$ cat src/core/flash_pkg.sv
// Constants, opcodes, status layout and states of the serial flash front end.
// Assumes a 40 MHz system clock that oversamples the serial clock.
package flash_pkg;

	typedef enum logic [2:0] {
		ST_IDLE = 3'b000,
		ST_CMD = 3'b001,
		ST_ADDR = 3'b010,
		ST_DUMMY = 3'b011,
		ST_WDATA = 3'b100,
		ST_RDATA = 3'b101,
		ST_IGNORE = 3'b110
	} xfer_state_e;

	typedef enum logic [2:0] {
		KIND_BAD = 3'b000,
		KIND_STATUS = 3'b001,
		KIND_READ = 3'b010,
		KIND_PROG = 3'b011,
		KIND_ERASE = 3'b100,
		KIND_BARE = 3'b101,
		KIND_WRSR = 3'b110
	} op_kind_e;

	localparam logic [7:0] OP_WREN = 8'h06;
	localparam logic [7:0] OP_WRDI = 8'h04;
	localparam logic [7:0] OP_RDSR1 = 8'h05;
	localparam logic [7:0] OP_RDSR2 = 8'h35;
	localparam logic [7:0] OP_WRSR = 8'h01;
	localparam logic [7:0] OP_READ = 8'h03;
	localparam logic [7:0] OP_FAST = 8'h0b;
	localparam logic [7:0] OP_DUAL_OUT = 8'h3b;
	localparam logic [7:0] OP_DUAL_IO = 8'hbb;
	localparam logic [7:0] OP_QUAD_OUT = 8'h6b;
	localparam logic [7:0] OP_QUAD_IO = 8'heb;
	localparam logic [7:0] OP_WORD_QIO = 8'he7;
	localparam logic [7:0] OP_OCTAL_QIO = 8'he3;
	localparam logic [7:0] OP_PROG = 8'h02;
	localparam logic [7:0] OP_QPROG = 8'h32;
	localparam logic [7:0] OP_SE = 8'h20;
	localparam logic [7:0] OP_BE32 = 8'h52;
	localparam logic [7:0] OP_BE64 = 8'hd8;
	localparam logic [7:0] OP_CE1 = 8'hc7;
	localparam logic [7:0] OP_CE2 = 8'h60;
	localparam logic [7:0] OP_PD = 8'hb9;
	localparam logic [7:0] OP_REL = 8'hab;
	localparam logic [7:0] OP_SUSPEND = 8'h75;

	localparam logic [3:0] DUMMY_FAST = 4'h8;
	localparam logic [3:0] DUMMY_DUAL_IO = 4'h4;
	localparam logic [3:0] DUMMY_QUAD_IO = 4'h6;
	localparam logic [3:0] DUMMY_WORD_QIO = 4'h4;
	localparam logic [3:0] DUMMY_OCTAL_QIO = 4'h2;

	localparam int BUSY_BIT = 0;
	localparam int WRITE_ARM_BIT = 1;
	localparam int LOCK_LO_BIT = 7;
	localparam int LOCK_HI_BIT = 8;
	localparam int FOUR_LANE_BIT = 9;
	localparam logic [15:0] STATUS_RESET = 16'h0000;
	localparam logic [15:0] STATUS_WR_MASK = 16'h7bfc;
	localparam logic [15:0] STATUS_OTP_MASK = 16'h3800;
	localparam logic [7:0] EMPTY_BYTE = 8'hff;

	localparam int CLK_MHZ = 40;
	localparam int POWERUP_WRITE_DELAY_US = 1000;
	localparam int POWERUP_WRITE_CYCLES = POWERUP_WRITE_DELAY_US * CLK_MHZ;

endpackage

$ cat src/core/byte_stream_if.sv
// Byte stream with valid and ready between the front end's own modules.
// Assumes both ends run on clk_sys.
`timescale 1ns/10ps
interface byte_stream_if;
	logic [7:0] data;
	logic valid;
	logic ready;
	modport src(output data, output valid, input ready);
	modport snk(input data, input valid, output ready);
endinterface

$ cat src/core/flash_front_end.sv
// Serial interface front end of a serial flash: lanes, pause, write guard.
// Assumes the serial clock runs well below clk_sys/6 and the array side
// reacts on clk_sys with op_start, op_done, prog and fill strobes.
`timescale 1ns/10ps
// Behaviour
// (RULE1) Single lane: instruction, address, data sampled on serial clock rise.
// (RULE2) Single lane: read data and status driven on lane one at clock fall.
// (RULE3) Clock modes 0 and 3 both work; idle clock level is the host's.
// (RULE4) Dual reads turn lanes zero and one into two-way data lanes.
// (RULE5) Quad reads use four lanes; guard and pause pins become lanes two/three.
// (RULE6) Four-lane instructions are ignored while four-lane enable is clear.
// (RULE7) Pause works only when selected and not in four-lane transfers.
// (RULE8) Pause starts at pause pin fall if clock low, else after next fall.
// (RULE9) Pause ends at pause pin rise if clock low, else after next fall.
// (RULE10) Paused: outputs float, clock and input ignored, state is kept.
// (RULE11) Host keeps select low while paused; deselect aborts the instruction.
// (RULE12) Under reset nothing runs and no instruction is recognised.
// (RULE13) After reset, write-class instructions are rejected for a fixed delay.
// (RULE14) After reset the write-arm latch is clear.
// (RULE15) Program, erase and status write need the write-arm latch set.
// (RULE16) Write-arm latch clears on write disable and on operation completion.
// (RULE17) In power-down only the release instruction is recognised.
// (RULE18) Status write depends on lock select, write-arm latch and guard pin.
// (RULE19) Busy bit S0 is set during operations and clears on completion.
// (RULE20) While busy only status reads and suspend are accepted.
// (RULE21) Write-arm latch is read-only bit S1, set by write enable.
// (RULE22) Region guard bits S4..S2 are written by status write, reset to 0.
// (RULE23) Deselected lanes float; first instruction needs a select fall.
// (RULE24) Four-lane enable is S9; it disables guard and pause pin use.
// (RULE25) Lock select: 00 none, 01 guard pin, 10 until reset, 11 forever; code clears 11 at reset like 10.
// (RULE26) All bytes are shifted most significant bit first.
module flash_front_end #(
	parameter int unsigned PUW_CYCLES = flash_pkg::POWERUP_WRITE_CYCLES
) (
	input wire logic clk_sys,
	input wire logic sys_rst,
	input wire logic spi_clk,
	input wire logic sel_n,
	input wire logic lane_zero_in,
	output logic lane_zero_out,
	output logic lane_zero_oe,
	input wire logic lane_one_in,
	output logic lane_one_out,
	output logic lane_one_oe,
	input wire logic lane_two_in,
	output logic lane_two_out,
	output logic lane_two_oe,
	input wire logic lane_three_in,
	output logic lane_three_out,
	output logic lane_three_oe,
	output logic op_start,
	output logic [7:0] op_code,
	output logic [23:0] op_addr,
	input wire logic op_done,
	output logic op_suspend,
	output logic prog_valid,
	output logic [7:0] prog_data,
	output logic rd_req,
	output logic [23:0] rd_addr,
	input wire logic [7:0] fill_data,
	input wire logic fill_valid,
	output logic fill_ready,
	output logic [15:0] status_word,
	output logic power_down
);
	logic [5:0] pins_s;
	logic sclk_s, seln_s;
	logic [3:0] lane_s;
	logic sclk_d_r, sel_d_r, armed_r, sel_act, sel_rise;
	logic rise_ok, fall_ok, paused_r, hold_en;
	flash_pkg::xfer_state_e state_r;
	flash_pkg::op_kind_e kind;
	logic [7:0] op_r, in_sr_r, shift_nxt, dec_op;
	logic [2:0] bit_cnt_r, lanes_r, a_l, d_l, obit_cnt_r;
	logic [3:0] bit_sum, dummy_r, dum, drv_r, oe_r;
	logic byte_done, quad, wcls, acc, quad_xfer_r;
	logic [1:0] byte_cnt_r, n_data_r;
	logic [23:0] addr_r;
	logic [15:0] wrsr_r, nv_r, wr_val;
	logic busy_r, wel_r, pd_r, qe, sw_ok, pu_hold, end_ok;
	logic [31:0] pu_cnt_r;
	logic [7:0] cur, out_sr_r, out_nxt, new_byte;
	logic [3:0] drv_nxt;
	logic drain_take;

	byte_stream_if fill_if();
	byte_stream_if drain_if();

	pin_sync #(.W(6)) u_sync (
		.clk_sys(clk_sys),
		.sys_rst(sys_rst),
		.d_in({spi_clk, sel_n, lane_three_in, lane_two_in, lane_one_in,
			lane_zero_in}),
		.q(pins_s)
	);

	two_entry_buffer u_buf (
		.clk_sys(clk_sys),
		.sys_rst(sys_rst),
		.flush(sel_rise),
		.fill(fill_if.snk),
		.drain(drain_if.src)
	);

	assign fill_if.data = fill_data;
	assign fill_if.valid = fill_valid;
	assign fill_ready = fill_if.ready;
	assign drain_if.ready = drain_take;

	assign sclk_s = pins_s[5];
	assign seln_s = pins_s[4];
	assign lane_s = pins_s[3:0];
	assign qe = nv_r[flash_pkg::FOUR_LANE_BIT];
	assign sel_act = armed_r & ~seln_s; // see (RULE23)
	assign sel_rise = seln_s & ~sel_d_r;
	assign hold_en = ~qe & ~quad_xfer_r; // see (RULE7) see (RULE24)
	assign rise_ok = sel_act & ~paused_r & sclk_s & ~sclk_d_r; // see (RULE10)
	assign fall_ok = sel_act & ~paused_r & ~sclk_s & sclk_d_r;
	assign pu_hold = (pu_cnt_r != PUW_CYCLES);
	assign status_word = {nv_r[15:2], wel_r, busy_r}; // see (RULE19) see (RULE21)
	assign power_down = pd_r;

	always_ff @(posedge clk_sys) begin
		if (sys_rst) begin
			sclk_d_r <= 1'b0;
			sel_d_r <= 1'b1;
			armed_r <= 1'b0;
		end else begin
			sclk_d_r <= sclk_s;
			sel_d_r <= seln_s;
			if (seln_s) begin
				armed_r <= 1'b1; // see (RULE23)
			end
		end
	end

	// Pin only steers the pause while the clock sits low
	always_ff @(posedge clk_sys) begin
		if (sys_rst || !sel_act || !hold_en) begin
			paused_r <= 1'b0; // see (RULE11)
		end else if (!sclk_s) begin
			paused_r <= ~lane_s[3]; // see (RULE8) see (RULE9)
		end
	end

	// Long count kept as a parameter so a bench can shorten it
	always_ff @(posedge clk_sys) begin
		if (sys_rst) begin
			pu_cnt_r <= 32'h0;
		end else if (pu_hold) begin
			pu_cnt_r <= pu_cnt_r + 32'h1; // see (RULE13)
		end
	end

	assign dec_op = (state_r == flash_pkg::ST_CMD) ? shift_nxt : op_r;
	assign bit_sum = {1'b0, bit_cnt_r} + {1'b0, lanes_r};
	assign byte_done = bit_sum[3];

	always_comb begin
		case (lanes_r)
			3'd2: shift_nxt = {in_sr_r[5:0], lane_s[1:0]};
			3'd4: shift_nxt = {in_sr_r[3:0], lane_s}; // see (RULE5)
			default: shift_nxt = {in_sr_r[6:0], lane_s[0]}; // see (RULE1)
		endcase
	end

	always_comb begin
		kind = flash_pkg::KIND_BAD;
		a_l = 3'd1;
		d_l = 3'd1;
		dum = 4'h0;
		quad = 1'b0;
		wcls = 1'b0;
		case (dec_op)
			flash_pkg::OP_RDSR1, flash_pkg::OP_RDSR2: begin
				kind = flash_pkg::KIND_STATUS;
			end
			flash_pkg::OP_READ: begin
				kind = flash_pkg::KIND_READ;
			end
			flash_pkg::OP_FAST: begin
				kind = flash_pkg::KIND_READ;
				dum = flash_pkg::DUMMY_FAST;
			end
			flash_pkg::OP_DUAL_OUT: begin
				kind = flash_pkg::KIND_READ;
				dum = flash_pkg::DUMMY_FAST;
				d_l = 3'd2; // see (RULE4)
			end
			flash_pkg::OP_DUAL_IO: begin
				kind = flash_pkg::KIND_READ;
				dum = flash_pkg::DUMMY_DUAL_IO;
				a_l = 3'd2; // see (RULE4)
				d_l = 3'd2;
			end
			flash_pkg::OP_QUAD_OUT: begin
				kind = flash_pkg::KIND_READ;
				dum = flash_pkg::DUMMY_FAST;
				d_l = 3'd4; // see (RULE5)
				quad = 1'b1;
			end
			flash_pkg::OP_QUAD_IO, flash_pkg::OP_WORD_QIO,
			flash_pkg::OP_OCTAL_QIO: begin
				kind = flash_pkg::KIND_READ;
				a_l = 3'd4; // see (RULE5)
				d_l = 3'd4;
				quad = 1'b1;
				if (dec_op == flash_pkg::OP_QUAD_IO) begin
					dum = flash_pkg::DUMMY_QUAD_IO;
				end else if (dec_op == flash_pkg::OP_WORD_QIO) begin
					dum = flash_pkg::DUMMY_WORD_QIO;
				end else begin
					dum = flash_pkg::DUMMY_OCTAL_QIO;
				end
			end
			flash_pkg::OP_PROG: begin
				kind = flash_pkg::KIND_PROG;
				wcls = 1'b1;
			end
			flash_pkg::OP_QPROG: begin
				kind = flash_pkg::KIND_PROG;
				d_l = 3'd4;
				quad = 1'b1;
				wcls = 1'b1;
			end
			flash_pkg::OP_SE, flash_pkg::OP_BE32, flash_pkg::OP_BE64: begin
				kind = flash_pkg::KIND_ERASE;
				wcls = 1'b1;
			end
			flash_pkg::OP_CE1, flash_pkg::OP_CE2, flash_pkg::OP_WREN: begin
				kind = flash_pkg::KIND_BARE;
				wcls = 1'b1;
			end
			flash_pkg::OP_WRDI, flash_pkg::OP_PD, flash_pkg::OP_REL,
			flash_pkg::OP_SUSPEND: begin
				kind = flash_pkg::KIND_BARE;
			end
			flash_pkg::OP_WRSR: begin
				kind = flash_pkg::KIND_WRSR;
				wcls = 1'b1;
			end
			default: begin
				kind = flash_pkg::KIND_BAD;
			end
		endcase
	end

	always_comb begin
		acc = (kind != flash_pkg::KIND_BAD);
		if (pd_r) begin
			acc = (dec_op == flash_pkg::OP_REL); // see (RULE17)
		end else if (busy_r) begin
			acc = (dec_op == flash_pkg::OP_RDSR1) || // see (RULE20)
				(dec_op == flash_pkg::OP_RDSR2) ||
				(dec_op == flash_pkg::OP_SUSPEND);
		end
		if (quad && !qe) begin
			acc = 1'b0; // see (RULE6)
		end
		if (wcls && pu_hold) begin
			acc = 1'b0; // see (RULE13)
		end
	end

	always_ff @(posedge clk_sys) begin
		if (sys_rst || !sel_act) begin
			state_r <= flash_pkg::ST_IDLE; // see (RULE12)
			op_r <= 8'h00;
			in_sr_r <= 8'h00;
			bit_cnt_r <= 3'd0;
			lanes_r <= 3'd1;
			byte_cnt_r <= 2'd0;
			n_data_r <= 2'd0;
			dummy_r <= 4'h0;
			addr_r <= 24'h0;
			wrsr_r <= 16'h0;
			quad_xfer_r <= 1'b0;
		end else if (state_r == flash_pkg::ST_IDLE) begin
			state_r <= flash_pkg::ST_CMD;
		end else if (rise_ok) begin
			in_sr_r <= shift_nxt; // see (RULE26)
			bit_cnt_r <= bit_sum[2:0];
			case (state_r)
				flash_pkg::ST_CMD: begin
					if (byte_done && !acc) begin
						state_r <= flash_pkg::ST_IGNORE;
					end else if (byte_done) begin
						op_r <= shift_nxt;
						quad_xfer_r <= quad;
						if (kind == flash_pkg::KIND_STATUS) begin
							state_r <= flash_pkg::ST_RDATA;
						end else if (kind == flash_pkg::KIND_BARE ||
							kind == flash_pkg::KIND_WRSR) begin
							state_r <= flash_pkg::ST_WDATA;
						end else begin
							state_r <= flash_pkg::ST_ADDR;
							lanes_r <= a_l;
						end
					end
				end
				flash_pkg::ST_ADDR: begin
					if (byte_done) begin
						addr_r <= {addr_r[15:0], shift_nxt};
						byte_cnt_r <= byte_cnt_r + 2'd1;
						if (byte_cnt_r == 2'd2) begin
							dummy_r <= dum;
							if (kind == flash_pkg::KIND_ERASE) begin
								state_r <= flash_pkg::ST_WDATA;
								lanes_r <= 3'd1;
							end else if (dum != 4'h0) begin
								state_r <= flash_pkg::ST_DUMMY;
							end else begin
								state_r <= (kind == flash_pkg::KIND_PROG) ?
									flash_pkg::ST_WDATA : flash_pkg::ST_RDATA;
								lanes_r <= d_l;
							end
						end
					end
				end
				flash_pkg::ST_DUMMY: begin
					dummy_r <= dummy_r - 4'h1;
					bit_cnt_r <= 3'd0;
					if (dummy_r == 4'h1) begin
						state_r <= flash_pkg::ST_RDATA;
						lanes_r <= d_l;
					end
				end
				flash_pkg::ST_WDATA: begin
					if (byte_done) begin
						if (n_data_r == 2'd0) begin
							wrsr_r[7:0] <= shift_nxt;
						end else if (n_data_r == 2'd1) begin
							wrsr_r[15:8] <= shift_nxt;
						end
						if (n_data_r != 2'd3) begin
							n_data_r <= n_data_r + 2'd1;
						end
					end
				end
				default: begin
					state_r <= state_r;
				end
			endcase
		end
	end

	// Read-back stream; an empty buffer shifts out ones rather than stalling
	assign new_byte = (kind == flash_pkg::KIND_STATUS) ?
		((op_r == flash_pkg::OP_RDSR2) ? status_word[15:8] : status_word[7:0]) :
		(drain_if.valid ? drain_if.data : flash_pkg::EMPTY_BYTE);
	assign cur = (obit_cnt_r == 3'd0) ? new_byte : out_sr_r;
	assign drain_take = fall_ok && (state_r == flash_pkg::ST_RDATA) &&
		(obit_cnt_r == 3'd0) && (kind != flash_pkg::KIND_STATUS);

	always_comb begin
		drv_nxt = drv_r;
		case (lanes_r)
			3'd2: begin
				drv_nxt[1:0] = cur[7:6]; // see (RULE4)
				out_nxt = {cur[5:0], 2'b00};
			end
			3'd4: begin
				drv_nxt = cur[7:4]; // see (RULE5)
				out_nxt = {cur[3:0], 4'h0};
			end
			default: begin
				drv_nxt[1] = cur[7]; // see (RULE2)
				out_nxt = {cur[6:0], 1'b0};
			end
		endcase
	end

	always_ff @(posedge clk_sys) begin
		if (sys_rst) begin
			obit_cnt_r <= 3'd0;
			out_sr_r <= 8'h00;
			drv_r <= 4'h0;
		end else if (state_r != flash_pkg::ST_RDATA) begin
			obit_cnt_r <= 3'd0;
		end else if (fall_ok) begin
			drv_r <= drv_nxt; // see (RULE2) see (RULE3)
			out_sr_r <= out_nxt;
			obit_cnt_r <= obit_cnt_r + lanes_r;
		end
	end

	// Enables fall on deselect and pause, so lanes float in both
	always_ff @(posedge clk_sys) begin
		if (sys_rst || !sel_act || paused_r ||
			state_r != flash_pkg::ST_RDATA) begin
			oe_r <= 4'h0; // see (RULE10) see (RULE23)
		end else begin
			case (lanes_r)
				3'd2: oe_r <= 4'h3;
				3'd4: oe_r <= 4'hf;
				default: oe_r <= 4'h2;
			endcase
		end
	end

	assign lane_zero_out = drv_r[0];
	assign lane_one_out = drv_r[1];
	assign lane_two_out = drv_r[2];
	assign lane_three_out = drv_r[3];
	assign lane_zero_oe = oe_r[0];
	assign lane_one_oe = oe_r[1];
	assign lane_two_oe = oe_r[2];
	assign lane_three_oe = oe_r[3];

	// Write guard: when four-lane is on, the guard pin reads as high
	always_comb begin
		case ({nv_r[flash_pkg::LOCK_HI_BIT], nv_r[flash_pkg::LOCK_LO_BIT]})
			2'b00: sw_ok = 1'b1; // see (RULE25)
			2'b01: sw_ok = qe | lane_s[2]; // see (RULE18)
			default: sw_ok = 1'b0;
		endcase
	end

	assign end_ok = sel_rise && !paused_r && (state_r == flash_pkg::ST_WDATA) &&
		(bit_cnt_r == 3'd0);
	assign wr_val = (n_data_r == 2'd1) ? {nv_r[15:8], wrsr_r[7:0]} : wrsr_r;

	always_ff @(posedge clk_sys) begin
		op_start <= 1'b0;
		op_suspend <= 1'b0;
		if (sys_rst) begin
			busy_r <= 1'b0;
			wel_r <= 1'b0; // see (RULE14)
			pd_r <= 1'b0;
			nv_r <= flash_pkg::STATUS_RESET; // see (RULE22)
			op_code <= 8'h00;
			op_addr <= 24'h0;
		end else if (busy_r && op_done) begin
			busy_r <= 1'b0; // see (RULE19)
			wel_r <= 1'b0; // see (RULE16)
		end else if (end_ok) begin
			op_code <= op_r;
			op_addr <= addr_r;
			case (kind)
				flash_pkg::KIND_BARE: begin
					if (n_data_r == 2'd0) begin
						if (op_r == flash_pkg::OP_WREN) begin
							wel_r <= 1'b1; // see (RULE21)
						end else if (op_r == flash_pkg::OP_WRDI) begin
							wel_r <= 1'b0; // see (RULE16)
						end else if (op_r == flash_pkg::OP_PD) begin
							pd_r <= 1'b1;
						end else if (op_r == flash_pkg::OP_REL) begin
							pd_r <= 1'b0;
						end else if (op_r == flash_pkg::OP_SUSPEND) begin
							op_suspend <= 1'b1;
						end else if (wel_r) begin
							busy_r <= 1'b1; // see (RULE15)
							op_start <= 1'b1;
						end
					end
				end
				flash_pkg::KIND_ERASE: begin
					if (n_data_r == 2'd0 && wel_r) begin
						busy_r <= 1'b1; // see (RULE15)
						op_start <= 1'b1;
					end
				end
				flash_pkg::KIND_PROG: begin
					if (n_data_r != 2'd0 && wel_r) begin
						busy_r <= 1'b1; // see (RULE15)
						op_start <= 1'b1;
					end
				end
				flash_pkg::KIND_WRSR: begin
					if (n_data_r != 2'd0 && wel_r && sw_ok) begin
						nv_r <= (wr_val & flash_pkg::STATUS_WR_MASK) |
							(nv_r & flash_pkg::STATUS_OTP_MASK); // see (RULE22)
						busy_r <= 1'b1; // see (RULE18)
						op_start <= 1'b1;
					end
				end
				default: begin
					busy_r <= busy_r;
				end
			endcase
		end
	end

	always_ff @(posedge clk_sys) begin
		if (sys_rst) begin
			prog_valid <= 1'b0;
			prog_data <= 8'h00;
			rd_req <= 1'b0;
			rd_addr <= 24'h0;
		end else begin
			prog_valid <= rise_ok && byte_done && wel_r &&
				(state_r == flash_pkg::ST_WDATA) &&
				(kind == flash_pkg::KIND_PROG);
			rd_req <= rise_ok && byte_done && (byte_cnt_r == 2'd2) &&
				(state_r == flash_pkg::ST_ADDR) &&
				(kind == flash_pkg::KIND_READ);
			if (rise_ok && byte_done) begin
				prog_data <= shift_nxt;
				if (state_r == flash_pkg::ST_ADDR) begin
					rd_addr <= {addr_r[15:0], shift_nxt};
				end
			end
		end
	end
endmodule

$ cat src/core/pin_sync.sv
// Two-flop synchroniser per bit for the serial pins.
// Assumes inputs are asynchronous to clk_sys.
`timescale 1ns/10ps
module pin_sync #(
	parameter int W = 6
) (
	input wire logic clk_sys,
	input wire logic sys_rst,
	input wire logic [W-1:0] d_in,
	output logic [W-1:0] q
);
	logic [W-1:0] meta_r;

	genvar i;
	generate
		for (i = 0; i < W; i++) begin : g_bit
			always_ff @(posedge clk_sys) begin
				if (sys_rst) begin
					meta_r[i] <= 1'b0;
					q[i] <= 1'b0;
				end else begin
					meta_r[i] <= d_in[i];
					q[i] <= meta_r[i];
				end
			end
		end
	endgenerate
endmodule

$ cat src/core/two_entry_buffer.sv
// Two-entry byte buffer between the array read port and the output shifter.
// Assumes flush is a one-cycle pulse on clk_sys.
`timescale 1ns/10ps
module two_entry_buffer (
	input wire logic clk_sys,
	input wire logic sys_rst,
	input wire logic flush,
	byte_stream_if.snk fill,
	byte_stream_if.src drain
);
	logic [7:0] mem_r [2];
	logic wr_ptr_r;
	logic rd_ptr_r;
	logic [1:0] count_r;
	logic push;
	logic pop;

	assign fill.ready = (count_r != 2'd2);
	assign drain.valid = (count_r != 2'd0);
	assign drain.data = mem_r[rd_ptr_r];
	assign push = fill.valid & fill.ready;
	assign pop = drain.valid & drain.ready;

	always_ff @(posedge clk_sys) begin
		if (push) begin
			mem_r[wr_ptr_r] <= fill.data;
		end
	end

	always_ff @(posedge clk_sys) begin
		if (sys_rst || flush) begin
			wr_ptr_r <= 1'b0;
			rd_ptr_r <= 1'b0;
			count_r <= 2'd0;
		end else begin
			if (push) begin
				wr_ptr_r <= ~wr_ptr_r;
			end
			if (pop) begin
				rd_ptr_r <= ~rd_ptr_r;
			end
			count_r <= count_r + {1'b0, push} - {1'b0, pop};
		end
	end
endmodule

$ cat config.mk
export PLATFORM = sky130hd
export DESIGN_NAME = flash_front_end
export DESIGN_NICKNAME = d
export VERILOG_FILES = /design/src/core/flash_pkg.sv /design/src/core/byte_stream_if.sv /design/src/core/flash_front_end.sv /design/src/core/pin_sync.sv /design/src/core/two_entry_buffer.sv
export SDC_FILE = /design/constraint.sdc
export NUM_CORES = 1
export LEC_CHECK = 0
export BUFFER_PORTS_ARGS = -buffer_cell sky130_fd_sc_hd__clkbuf_2
export CORE_MARGIN = 4
export CORE_UTILIZATION = 35
export DETAILED_ROUTE_END_ITERATION = 8
export PLACE_DENSITY = 0.52
export SLEW_MARGIN = 20
export SYNTH_ARGS = -nofsm -noshare
export SYNTH_HDL_FRONTEND = slang
export SYNTH_SLANG_ARGS = --single-unit
export TNS_END_PERCENT = 100
$ cat constraint.sdc
create_clock -name clk_sys -period 8.87 [get_ports clk_sys]
set_input_delay 1.774 -clock clk_sys [delete_from_list [all_inputs] [get_ports clk_sys]]
set_output_delay 1.774 -clock clk_sys [all_outputs]
set_load 0.02 [all_outputs]
**After elaboration in Yosys (flattened, before gate mapping)**

Memories as Yosys holds them, arrays and structs flattened. A register that Yosys moved wholly into a read port is not among the register bits.
Cells that the tools add are included.

- Muxes and demuxes: 82
- $add $sub $neg: 8
- Reductions and logical operators: 84
- Equality and inequality tests: 74
- Bitwise gates (word level): 31

Operator list:

| kind | number |
|---|---|
| $eq 8x8->1 const B | 10 |
| $mux 3 | 21 |
| $eq 8x3->1 const B | 5 |
| $eq 8x6->1 const B | 5 |
| $eq 8x7->1 const B | 5 |
| $mux 8 | 5 |
| $mux 1 | 39 |
| $add 32x1->32 const B | 1 |
| $ne 2x2->1 const B | 16 |
| $ne 32x16->1 const B | 1 |
| $pmux 8 s2 | 2 |
| $logic_and 1x1->1 | 20 |
| $reduce_and 5->1 | 4 |
| $not 1->1 | 19 |
| $eq 3x3->1 const B | 6 |
| $pmux 3 s3 | 2 |
| $pmux 3 s6 | 1 |
| $reduce_and 6->1 | 3 |
| $reduce_or 9->1 | 2 |
| $eq 8x2->1 const B | 2 |
| $pmux 4 s2 | 2 |
| $eq 3x2->1 const B | 5 |
| $mux 15 | 1 |
| $ne 3x3->1 const B | 5 |
| 42 further kinds | 97 |

- Register bits: 229
- Output and inout port bits: 94
- RAM bits: 16
- Memories kept: 1
- Input port bits: 18
- Word-level logic and storage cells: 331

Memory list:

| name | words | bits a word | rd ports | clocked after Yosys merged registers in | wr ports | RTL line | RTL |
|---|---|---|---|---|---|---|---|
| u_buf.mem_r | 2 | 8 | 1 | 1 | 1 | two_entry_buffer.sv:11 | `logic [7:0] mem_r [2];` |

**Longest topological paths before layout**

Gate-level depths: netlist (run 1).

- Depth after elaboration: 17
- Mapped depth: 15
- Mapped depth without buffers: 12

**Modules after synthesis**

A second synthesis (run 1) with hierarchy kept.

- Cell total of the unflattened synthesis: 1275
- Area total of the unflattened synthesis: 10916.7 um^2

Modules (own cells, without submodules):

| module | seq. area each (um^2) | instances | cells each | area an instance (um^2) |
|---|---|---|---|---|
| flash_front_end | 4103.9 | 1 | 1197 | 9725.6 |
| two_entry_buffer | 580.6 | 1 | 53 | 824.5 |
| pin_sync | 240.2 | 1 | 25 | 366.6 |

**Worst setup path after synthesis (run 1)**

OpenSTA, ideal clock, no wires.

- Kind: flip-flop to flip-flop
- Start point: reg state_r[0]
- End point: reg quad_xfer_r
- Data required time: 8801 ps
- Arrival: 3317 ps
- Library setup time: 69 ps
- Cell stages (with the launch flop): 14
- Buffers on the path: 3
- Setup slack: 5485 ps
- Period minus slack after synthesis: 3385 ps
- Cell sequence: dfxtp_1 > buf_4 > or3b_1 > buf_2 > or4_4 > and3_4 > or2_4 > a2111oi_4 > a211oi_1 > and4_4 > a2111oi_4 > buf_4 > nand3_1 > o21ai_1

- Longest elaborated chain between the ends: 14
- Elaborated cells on any way between the ends: 50
- Classes of those cells: eq/ne (24); mux (8); bitwise (2); reduce/logical (16)

RTL lines:

| item | RTL line | RTL |
|---|---|---|
| start: declaration | flash_front_end.sv:71 | `flash_pkg::xfer_state_e state_r;` |
| start signal: assignment | flash_front_end.sv:267 | `state_r <= flash_pkg::ST_IDLE;` |
| start signal: assignment | flash_front_end.sv:279 | `state_r <= flash_pkg::ST_CMD;` |
| start signal: assignment | flash_front_end.sv:286 | `state_r <= flash_pkg::ST_IGNORE;` |
| $eq 3x1->1 | flash_front_end.sv:155, flash_front_end.sv:283 |  |
| $mux 8 | flash_front_end.sv:155 | `assign dec_op = (state_r == flash_pkg::ST_CMD) ? shift_nxt : op_r;` |
| $eq 8x8->1 (tied with other cells) | flash_front_end.sv:174 | `case (dec_op)` |
| $reduce_or 8->1 (no source line) (tied with other cells) | - |  |
| $pmux 3 s6 | flash_front_end.sv:174 |  |
| $reduce_bool 3->1 | flash_front_end.sv:249 | `acc = (kind != flash_pkg::KIND_BAD);` |
| $mux 1 | flash_front_end.sv:252 | `end else if (busy_r) begin` |
| $mux 1 | flash_front_end.sv:250 | `if (pd_r) begin` |
| $mux 1 | flash_front_end.sv:257 | `if (quad && !qe) begin` |
| $mux 1 | flash_front_end.sv:260 | `if (wcls && pu_hold) begin` |
| $logic_not 1->1 | flash_front_end.sv:285 | `if (byte_done && !acc) begin` |
| $logic_and 1x1->1 | flash_front_end.sv:285 |  |
| $not 1->1 (no source line) | - |  |
| $reduce_and 5->1 (no source line) | - |  |
| end signal: assignment | flash_front_end.sv:289 | `quad_xfer_r <= quad;` |
| end: declaration | flash_front_end.sv:76 | `logic byte_done, quad, wcls, acc, quad_xfer_r;` |

Several ways; a longest one is shown, not always the timed one.
A chain may end at the register's enable or synchronous reset.

**Worst setup path after layout (run 1)**

- Start point: reg lanes_r[2]
- End point: reg op_r[2]

- Longest elaborated chain between the ends: 15
- Elaborated cells on any way between the ends: 51
- Classes of those cells: add/sub (1); eq/ne (25); mux (9); bitwise (1); reduce/logical (15)

RTL lines:

| item | RTL line | RTL |
|---|---|---|
| start: declaration | flash_front_end.sv:74 | `logic [2:0] bit_cnt_r, lanes_r, a_l, d_l, obit_cnt_r;` |
| start signal: assignment | flash_front_end.sv:297 | `lanes_r <= a_l;` |
| start signal: assignment | flash_front_end.sv:315 | `lanes_r <= d_l;` |
| start signal: assignment | flash_front_end.sv:325 | `lanes_r <= d_l;` |
| $eq 3x3->1 or $eq 3x2->1 (tied branches) | flash_front_end.sv:160 | `case (lanes_r)` |
| $pmux 8 s2 | flash_front_end.sv:160 |  |
| $mux 8 | flash_front_end.sv:155 |  |
| $eq 8x8->1 (tied with other cells) | flash_front_end.sv:174 |  |
| $reduce_or 8->1 (no source line) (tied with other cells) | - |  |
| $pmux 3 s6 | flash_front_end.sv:174 |  |
| $reduce_bool 3->1 | flash_front_end.sv:249 |  |
| $mux 1 | flash_front_end.sv:252 |  |
| $mux 1 | flash_front_end.sv:250 |  |
| $mux 1 | flash_front_end.sv:257 |  |
| $mux 1 | flash_front_end.sv:260 |  |
| $logic_not 1->1 | flash_front_end.sv:285 |  |
| $logic_and 1x1->1 | flash_front_end.sv:285 |  |
| $not 1->1 (no source line) | - |  |
| $reduce_and 5->1 (no source line) | - |  |
| end signal: assignment | flash_front_end.sv:288 | `op_r <= shift_nxt;` |
| end: declaration | flash_front_end.sv:73 | `logic [7:0] op_r, in_sr_r, shift_nxt, dec_op;` |

Several ways; a longest one is shown, not always the timed one.

==> results.py, run 1 <==
metrics = {
    "global_route": {
        "met3_usage": 0.0299,
        "grt_start_max_net_pins": 99,
        "grt_first_pass_wirelength_mm": 50.6,
        "grt_pass1_vias": 8682,
        "use_met1": 0.273,
        "grt_use_total": 0.189,
        "antenna_found_initial": 0,
        "grt_util_met2": 0.298,
        "grt.busiest_layer": "met2",
        "gr-total-overflow": 0,
    },
    "logic_synthesis": {
        "synth_area_leaders": "dfxtp_1 (42%), nand2_1 (7.6%), a21oi_1 (6.7%), nor2_1 (4.6%), edfxtp_1 (4.5%)",
        "synthCells": 1272,
        "synth.avg_cell_area_um2": 8.42,
        "synth_cell_types": 82,
        "synth_common_cells": "dfxtp_1 (222), nand2_1 (216), a21oi_1 (143)",
        "ys_ff_latch": 238,
        "synth_top_area_frac": 0.415,
        "synth_top_area_cell": "dfxtp_1",
        "ys_async_sr_fraction": 0,
        "synth.yosys.warnings": 0,
        "synth_most_common_cell": "dfxtp_1",
        "synth_edf_count": 16,
        "ys.flop_type": "dfxtp_1",
        "ys_seq_area_frac": 0.460,
        "syn_area_um2": 10700,
    },
    "sta": {
        "fmax_mhz": 217,
        "worst_slew_pin_slew_ns": 1.06,
        "slew_headroom": 0.295,
        "finalHoldViolations": 0,
        "period_needed_ns": 4.62,
        "finalClockSkew_ns": 0.0209,
        "rsz0062_at_grt": "false",
        "fin_crit_sh": 0.520,
        "finalSetupViolations": 0,
        "final_max_slew_viol_count": 0,
        "setup_total_negative_slack_ns": 0,
    },
    "flow_run": {
        "maxCapViolCount": 0,
    },
    "clock_tree": {
        "cts_resized": 0,
        "clock-sinks": 238,
        "worstSkewPairLatency_ns": 0.55,
        "hold_buffers": 0,
        "cts_tree": "done",
        "cts_max_path_buffers": 3,
        "clk_pin_slew_ns": 0.07,
        "post_cts_buffers": 0,
        "cts-root-buf": "clkbuf_16",
        "htreeDepth": 1,
        "numCtsBuffers": 27,
    },
    "route": {
        "final_antenna_net_count": 0,
        "wl_per_cell_um": 18.7,
        "routed_wl_mm": 32.7,
        "dr.pass1.iters": 5,
        "drt_iter0_markers": 754,
        "viasPerCell": 5.27,
        "route.detailed.drc": 0,
        "dr_total_vias": 9214,
    },
    "critical_path": {
        "rr_endpoint": "op_r[2]",
        "crit_path_end_kind": "flip-flop",
        "start_kind": "flip-flop",
        "crit_type": "reg2reg",
        "ff2ff_path_depth": 10,
        "worst_ep_arrival_time_ns": 5.04,
        "r2r-start": "lanes_r[2]",
        "critPathMaxFanout": 24,
        "critPathRequiredTime_ns": 9.30,
        "regToRegSetupSlack_ns": 4.25,
    },
    "placement": {
        "dpl.cell_count": 1702,
        "dp_hpwl_mm": 22.9,
        "globalplace.congestion": 0.929,
        "io_buffers": 109,
    },
    "min_path": {
        "hp-start": "u_sync.meta_r[0]",
        "hold_end": "u_sync.q[0]",
        "hold_path_class": "reg2reg",
        "min_path_cells": 1,
    },
    "floorplanning": {
        "io_pins": 112,
        "start_util": 0.358,
        "die_h_um": 183,
        "core-area_um2": 29900,
        "num_rows": 63,
        "dieArea_um2": 33400,
        "die_w_um": 183,
    },
    "power_and_ir_drop": {
        "p_leak_nw": 4.41,
        "power.density_nw_per_um2": 183,
        "ir_drop_mv": 0.150,
    },
    "layout": {
        "area_delta_synth_final_pct": 15.5,
        "fillers": 3037,
        "fin_cells": 1748,
        "drive_above_1_share": 0.147,
        "final_nets": 1375,
        "register_area_um2": 4920,
        "multi_input_area_um2": 5340,
        "antenna-diode-count": 0,
    },
    "outcome": {
        "run_status": "completed",
    },
}
cell families after synthesis:
| group | synth area share |
|---|---|
| AND/OR/NAND/NOR | 0.247 |
| AO/OA/AOI/OAI | 0.166 |
| flip-flops | 0.460 |
| buffers and inverters | 0.0427 |
| other | 0.000350 |
| multiplexers | 0.0326 |
| XOR/XNOR | 0.0311 |
| adder cells (fa/ha/maj) | 0.0201 |
state kept, by name, indices dropped and copies added (netlist names), 7 cells and up, named ones only:
signal,flops
pu_cnt_r,32
addr_r,24
op_addr,24
rd_addr,24
u_buf.mem_r,16
nv_r,12
wrsr_r,12
op_code,8
op_r,8
prog_data,8
in_sr_r,7
out_sr_r,7
layout make-up:
class | instances | area share
well taps | 390 | 0.0395
clock buffers | 39 | 0.0640
repair buffers | 122 | 0.0522
flip-flops and latches | 238 | 0.398
inverters | 26 | 0.00789
multi-input cells | 926 | 0.432
clock inverters | 7 | 0.00638
power breakdown:
group | total, mW | switching [mW] | internal (mW) | leakage, nW
Sequential | 1.10 | 0.00662 | 1.09 | 1.94
Combinational | 0.0746 | 0.0505 | 0.0241 | 2.04
Clock | 1.09 | 0.445 | 0.646 | 0.433
placed cells by master (no fill, tap or decap), types with 9 or more instances in the layout:
cell / instances
dfxtp_1: 222
nand2_1: 215
a21oi_1: 143
nor2_1: 131
clkbuf_2: 108
nand3_1: 39
o21ai_0: 31
mux2i_1: 27
clkbuf_16: 27
inv_1: 26
xor2_1: 26
nor2b_1: 25
nor3_1: 23
a211oi_1: 21
edfxtp_1: 16
nor4_1: 14
ha_1: 14
buf_4: 14
nor3b_1: 13
and2_1: 12
nand4_1: 12
xnor2_1: 12
and3_1: 11
a31oi_1: 10
nand2b_1: 10
or3_1: 9
critical path, stage by stage (launching register included):
cell and delay [ns]:
dfxtp_1 0.79, o21bai_1 0.27, o21ai_0 0.28, and2_1 0.56, xnor2_1 0.12, a2111oi_1 0.73, a221oi_1 0.27, and4_4 0.28
a2111oi_4 0.85, mux2i_1 0.15, and2_1 0.18
worst max path at each step:
stage,endpoint,slack (ns),from
after floorplan,quad_xfer_r,5.48,state_r[0]
after global placement,op_r[2],4.39,state_r[0]
after detailed placement,op_r[2],4.39,state_r[0]
after CTS,op_r[2],4.34,state_r[0]
after global routing,op_r[1],3.82,lanes_r[2]
final,op_r[2],4.25,lanes_r[2]
layer usage:
| metal | wire length, µm | part of all wire |
|---|---|---|
| met1 | 15400 | 0.47 |
| met3 | 1900 | 0.058 |
| met2 | 14700 | 0.45 |
| met5 | 0 | 0 |
| met4 | 700 | 0.021 |
stage by stage:
stage               total power [mW]  hold slack [ns]   util  worst slack, ns  area [µm²]
global placement                1.20            0.428  0.385             4.39       11500
detailed placement              1.20            0.428  0.385             4.39       11500
finish                          2.27            0.436  0.414             4.25       12400
global route                    2.35            0.456  0.414             3.82       12400
floorplan                       1.17            0.400      -             5.48       10700
CTS                             2.30            0.441  0.414             4.34       12400
Note: power is estimated with default switching activity, not from simulation.
==> run 2: changes to the inputs <==
ABC_AREA = 1   (was not set)
clock period = 4.5 ns   (was 8.87 ns; I/O delays follow)
==> run 2 against run 1 <==
- clock power increased by 100%
- wire length decreased by 3.0%
- largest cell class unchanged
- clock skew fell by 0.0082 ns
- register-to-register slack lost 3.2 ns
- critical endpoint is now u_buf.count_r[1]
- clock-buffer cell count is 1 lower
==> results.py, run 2 <==
metrics = {
    "clock_tree": {
        "cts_resized": 0,
        "cts_max_path_buffers": 3,
        "clk_pin_slew_ns": 0.06,
        "hold_buffers": 0,
        "numCtsBuffers": 27,
        "cts-root-buf": "clkbuf_16",
        "htreeDepth": 1,
        "worstSkewPairLatency_ns": 0.53,
        "clock-sinks": 238,
        "cts_tree": "done",
        "post_cts_buffers": 0,
    },
    "flow_run": {
        "maxCapViolCount": 0,
    },
    "sta": {
        "finalSetupViolations": 0,
        "slew_headroom": 0.340,
        "rsz0062_at_grt": "false",
        "final_max_slew_viol_count": 0,
        "finalHoldViolations": 0,
        "fin_crit_sh": 0.762,
        "period_needed_ns": 3.43,
        "worst_slew_pin_slew_ns": 0.987,
        "setup_total_negative_slack_ns": 0,
        "finalClockSkew_ns": 0.0127,
        "fmax_mhz": 292,
    },
    "critical_path": {
        "critPathRequiredTime_ns": 4.96,
        "path_buf_inv": 3,
        "regToRegSetupSlack_ns": 1.07,
        "crit_path_max_incr_delay_ns": 0.62,
        "path_delay_family": "simple AND/OR/NAND/NOR gates",
        "crit_path_end_kind": "flip-flop",
        "path_cells": "inv_4 > nand3_4 > nand3_1 > nand3_2 > nand2_1 > nand2_2 > nand2_2 > a21oi_2 > nand2_1 > inv_2 > nor4_1 > ha_1 > inv_1 > ha_1 > xnor2_1 > or2_2 > a21oi_1",
        "worst_ep_arrival_time_ns": 3.89,
        "crit_type": "reg2reg",
        "start_kind": "flip-flop",
        "critPathMaxFanout": 13,
        "cpMaxStageDelayCell": "dfxtp_1",
    },
    "layout": {
        "drive_above_1_share": 0.168,
        "final_cell_mix": "nand2_1 (258), dfxtp_1 (222), nor2_1 (199)",
        "fillers": 3167,
        "regMostFlops": "pu_cnt_r",
        "multi_input_area_um2": 4970,
        "antenna-diode-count": 0,
        "area_delta_synth_final_pct": 16.2,
        "layout_commonest_cell": "nand2_1",
        "register_area_um2": 4920,
        "final_nets": 1573,
        "fin_cells": 1955,
        "largest_reg_flops": 32,
    },
    "logic_synthesis": {
        "synth_cell_types": 59,
        "ys.flop_type": "dfxtp_1",
        "ys_async_sr_fraction": 0,
        "synthCells": 1442,
        "ys_ff_latch": 238,
        "syn_area_um2": 10800,
        "synth.yosys.warnings": 0,
        "synth_edf_count": 16,
        "synth_common_cells": "nand2_1 (258), dfxtp_1 (222), nor2_1 (201)",
        "synth_top_area_frac": 0.411,
        "synth.avg_cell_area_um2": 7.50,
        "ys_seq_area_frac": 0.456,
        "synth_area_leaders": "dfxtp_1 (41%), nand2_1 (9.0%), nor2_1 (7.0%), a21oi_1 (5.8%), inv_1 (5.3%)",
        "synth_top_area_cell": "dfxtp_1",
        "synth_most_common_cell": "nand2_1",
    },
    "route": {
        "dr.pass1.iters": 5,
        "drt_iter0_markers": 622,
        "dr_total_vias": 9705,
        "routed_wl_mm": 31.7,
        "wl_per_cell_um": 16.2,
        "final_antenna_net_count": 0,
        "viasPerCell": 4.96,
        "route.detailed.drc": 0,
    },
    "floorplanning": {
        "num_rows": 64,
        "dieArea_um2": 33800,
        "start_util": 0.354,
        "die_h_um": 184,
        "io_pins": 112,
        "die_w_um": 184,
        "core-area_um2": 30500,
    },
    "placement": {
        "globalplace.congestion": 0.929,
        "dpl.cell_count": 1906,
        "dp_hpwl_mm": 23.4,
        "io_buffers": 109,
    },
    "global_route": {
        "grt_use_total": 0.184,
        "antenna_found_initial": 0,
        "grt_first_pass_wirelength_mm": 50.7,
        "grt_start_max_net_pins": 54,
        "grt_pass1_vias": 9316,
        "gr-total-overflow": 0,
    },
    "power_and_ir_drop": {
        "power.density_nw_per_um2": 358,
        "p_comb_frac": 0.033,
        "p_switching_mw": 0.999,
        "ir_drop_mv": 0.248,
        "switching_share": 0.222,
        "power_frac_clock": 0.487,
        "p_int_mw": 3.50,
        "p_leak_nw": 5.26,
        "pwr-share-seq": 0.481,
    },
    "outcome": {
        "run_status": "completed",
    },
    "min_path": {
        "hold_path_class": "reg2reg",
    },
}
## run 2: kinds of logic (layout without fill, tap and decap cells)
group	Yosys count	in the layout	share of synthesized area
and+or+nand+nor	666	666	0.283
AOI/OAI and AO/OA	296	296	0.152
DFF	238	238	0.456
buffers and inverters	221	337	0.0853
adders and majority gates	16	16	0.0199
xor gates and xnor gates	4	4	0.00324
other	1	2	0.000347
## run 2: worst min-delay path, delay by kind of cell, from the launching register on
| family | cells | cell delay (ns) |
|---|---|---|
| and+or+nand+nor | 1 | 0.03 |
| buffers and inverters | 1 | 0.04 |
| DFF | 1 | 0.30 |
## run 2: metrics by stage
stage	hold slack (ns)	cell area, µm²	util	worst slack (ns)	power [mW]
floorplan	0.388	10800	-	1.69	2.31
global placement	0.392	11700	0.383	1.14	2.36
detailed placement	0.401	11700	0.383	1.09	2.36
CTS	0.410	12600	0.412	1.07	4.55
global route	0.423	12600	0.412	0.696	4.67
finish	0.408	12600	0.412	1.07	4.50
## run 2: layout make-up
cell class / instances / area share
Multi-Input combinational cell: 984 / 0.396
Sequential cell: 238 / 0.392
Clock buffer: 38 / 0.0642
Timing Repair Buffer: 124 / 0.0524
Inverter: 164 / 0.0494
Tap cell: 396 / 0.0394
Clock inverter: 11 / 0.00697
## run 2: metal layers
layer / wire (µm) / track usage / share of wire
met3: 1490 / 0.0313 / 0.047
met2: 14500 / 0.301 / 0.46
met4: 904 / 0.0518 / 0.029
met1: 14800 / 0.252 / 0.47
met5: 0 / 0 / 0
## run 2: final timing paths
| check | cells past startpoint | startpoint | end |
|---|---|---|---|
| setup / recovery | 17 | lanes_r[2] | u_buf.count_r[1] |
| hold / removal | 2 | u_sync.meta_r[0] | u_sync.q[0] |
| setup reg to reg | 17 | lanes_r[2] | u_buf.count_r[1] |
| hold reg to reg | 2 | u_sync.meta_r[0] | u_sync.q[0] |
## run 2: power groups by stage
stage / sequential, mW / combinational (mW) / clock, mW
4_1_cts: 2.16 / 0.147 / 2.24
5_1_grt: 2.16 / 0.165 / 2.34
2_1_floorplan: 2.21 / 0.105 / 0
6_report: 2.16 / 0.146 / 2.19
3_3_place_gp: 2.21 / 0.147 / 0
3_5_place_dp: 2.21 / 0.147 / 0
==> run 3: changes to the inputs <==
ABC_AREA = 0   (was 1)
PLACE_DENSITY = 0.54   (was 0.52)
clock period = 2.8 ns   (was 4.5 ns; I/O delays follow)
==> run 3 against run 2 <==
- the run now ends with negative setup slack left
- cell count is 0.87% lower
- sequential share of layout area is 5.1 points lower
- sequential cell count stayed put
- fmax is 1.8% higher
- combinational power is 130% higher
- power is 63% higher
- via count is 3.1% higher
- non-clock buffer count is 185 higher
- first-iteration DRC count is 25% higher
- sequential power is 61% higher
- clock power is 62% higher
- wire length is 13% higher
==> results.py, run 3 (synthesis results as in run 1) <==
metrics = {
    "outcome": {
        "run_status": "finished, violations left",
        "violations": "negative setup slack",
    },
    "sta": {
        "fmax_mhz": 297,
        "fin_crit_sh": 1.20,
        "finalClockSkew_ns": 0.0145,
        "period_needed_ns": 3.37,
        "finalSetupViolations": 46,
        "finalHoldViolations": 0,
        "rsz0062_at_grt": "true",
        "slew_headroom": 0.443,
        "final_max_slew_viol_count": 0,
        "worst_slew_pin_slew_ns": 0.833,
        "setup_ws_ns": -0.567,
    },
    "critical_path": {
        "crit_path_end_kind": "flip-flop",
        "r2r-start": "state_r[2]",
        "worst_ep_arrival_time_ns": 3.87,
        "startpoint": "state_r[2]",
        "crit_path_max_incr_delay_ns": 0.55,
        "critPathRequiredTime_ns": 3.30,
        "start_kind": "flip-flop",
        "cpMaxStageDelayCell": "or4_4",
        "path_cells": "or3b_4 > or4_4 > and3_4 > buf_6 > or2_4 > a2111oi_4 > a211oi_2 > and4_4 > a2111oi_4 > buf_6 > buf_12 > mux2i_1 > and2_1",
        "path_delay_family": "simple AND/OR/NAND/NOR gates",
        "path_buf_inv": 3,
        "critPathMaxFanout": 5,
        "crit_type": "reg2reg",
    },
    "floorplanning": {
        "start_util": 0.358,
        "num_rows": 63,
        "io_pins": 112,
        "dieArea_um2": 33400,
        "die_h_um": 183,
        "core-area_um2": 29900,
        "die_w_um": 183,
    },
    "power_and_ir_drop": {
        "total_power_mw": 7.35,
        "power.density_nw_per_um2": 508,
        "ir_drop_mv": 0.454,
        "p_leak_nw": 5.55,
    },
    "route": {
        "viasPerCell": 5.16,
        "dr_total_vias": 10000,
        "drt_iter0_markers": 778,
        "routed_wl_mm": 36.0,
        "wl_per_cell_um": 18.6,
        "route.detailed.drc": 0,
        "dr.pass1.iters": 5,
        "final_antenna_net_count": 0,
    },
    "layout": {
        "final_nets": 1562,
        "area_delta_synth_final_pct": 35.1,
        "drive_above_1_share": 0.293,
        "final_cell_mix": "dfxtp_1 (216), nand2_1 (214), buf_4 (182)",
        "antenna-diode-count": 0,
        "fin_cells": 1938,
        "largest_reg_flops": 32,
        "fin_util": 0.484,
        "regMostFlops": "pu_cnt_r",
        "layout_commonest_cell": "dfxtp_1",
        "fillers": 2953,
    },
    "global_route": {
        "gr-total-overflow": 0,
        "antenna_found_initial": 1,
        "grt_use_total": 0.208,
        "grt_start_max_net_pins": 140,
        "grt_first_pass_wirelength_mm": 55.7,
        "grt_pass1_vias": 9750,
    },
    "flow_run": {
        "maxCapViolCount": 0,
    },
    "clock_tree": {
        "worstSkewPairLatency_ns": 0.56,
        "cts_max_path_buffers": 3,
        "numCtsBuffers": 27,
        "cts-root-buf": "clkbuf_16",
        "clk_pin_slew_ns": 0.06,
        "htreeDepth": 1,
        "clock-sinks": 238,
        "cts_tree": "done",
    },
    "min_path": {
        "hp-start": "fill_data[7]",
        "hold_path_class": "in2reg",
    },
    "placement": {
        "pre_cts_ws_ns": -0.676,
        "io_buffers": 109,
        "globalplace.congestion": 0.941,
        "dpl.cell_count": 1870,
        "dp_hpwl_mm": 26.2,
    },
}
## run 3: changes by cell type in the layout (fill, tap and decap cells not counted), moves of 12 or more
cell     before  now
buf_4        15  182
inv_1       153   26
o21ai_0     103   21
nor2_1      199  130
nand2_1     258  214
nor2b_1       0   25
xor2_1        1   26
nand2_2      26    2
mux2i_1       0   23
nand3_1      55   37
nand4_1      30   12
nor2_2       12    0
## run 3: power breakdown
group	internal [mW]	total (mW)	switching (mW)
Sequential	3.46	3.48	0.0189
Combinational	0.137	0.330	0.193
Clock	2.08	3.54	1.45
## run 3: final timing paths
path,endpoint,slack (ns),depth (start not counted)
max,op_r[2],-0.57,13
min,u_buf.mem_r[0][7],0.20,1
max reg2reg,op_r[2],-0.57,13
min reg2reg,u_sync.q[1],0.43,1
## run 3: final cells by class
cell class / instances / area, µm² / area share
well taps: 390 / 488 / 0.0337
clock buffers: 40 / 805 / 0.0556
multi-input cells: 926 / 5830 / 0.403
clock inverters: 9 / 91.3 / 0.00631
flip-flops and latches: 238 / 4940 / 0.341
repair buffers: 309 / 2220 / 0.154
inverters: 26 / 97.6 / 0.00675
## run 3: per-stage QoR
| stage | TNS (ns) | hold WS [ns] | cell area (µm²) |
|---|---|---|---|
| after floorplan | -11.86 | 0.400 | 10800 |
| after global placement | -21.02 | 0.421 | 12900 |
| after detailed placement | -20.08 | 0.427 | 12900 |
| after CTS | -13.15 | 0.185 | 14300 |
| after global routing | -19.75 | 0.191 | 14500 |
| final | -14.13 | 0.204 | 14500 |
## run 3: repair_timing
item / CTS / global route
gates cloned: 1 / 2
setup endpoints to repair: 49 / 51
hold buffers: 0 / 0
resized for setup: 76 / 29
setup buffers: 13 / 7
pin swaps: 25 / 10
## run 3: metal layers
| layer | wire length (µm) | track usage | vias to the layer above |
|---|---|---|---|
| met5 | 7 | 0 | - |
| met4 | 1050 | 0.0590 | 2 |
| met3 | 1850 | 0.0363 | 60 |
| met2 | 16100 | 0.328 | 214 |
| met1 | 17000 | 0.294 | 4779 |
| li1 | - | - | 4951 |
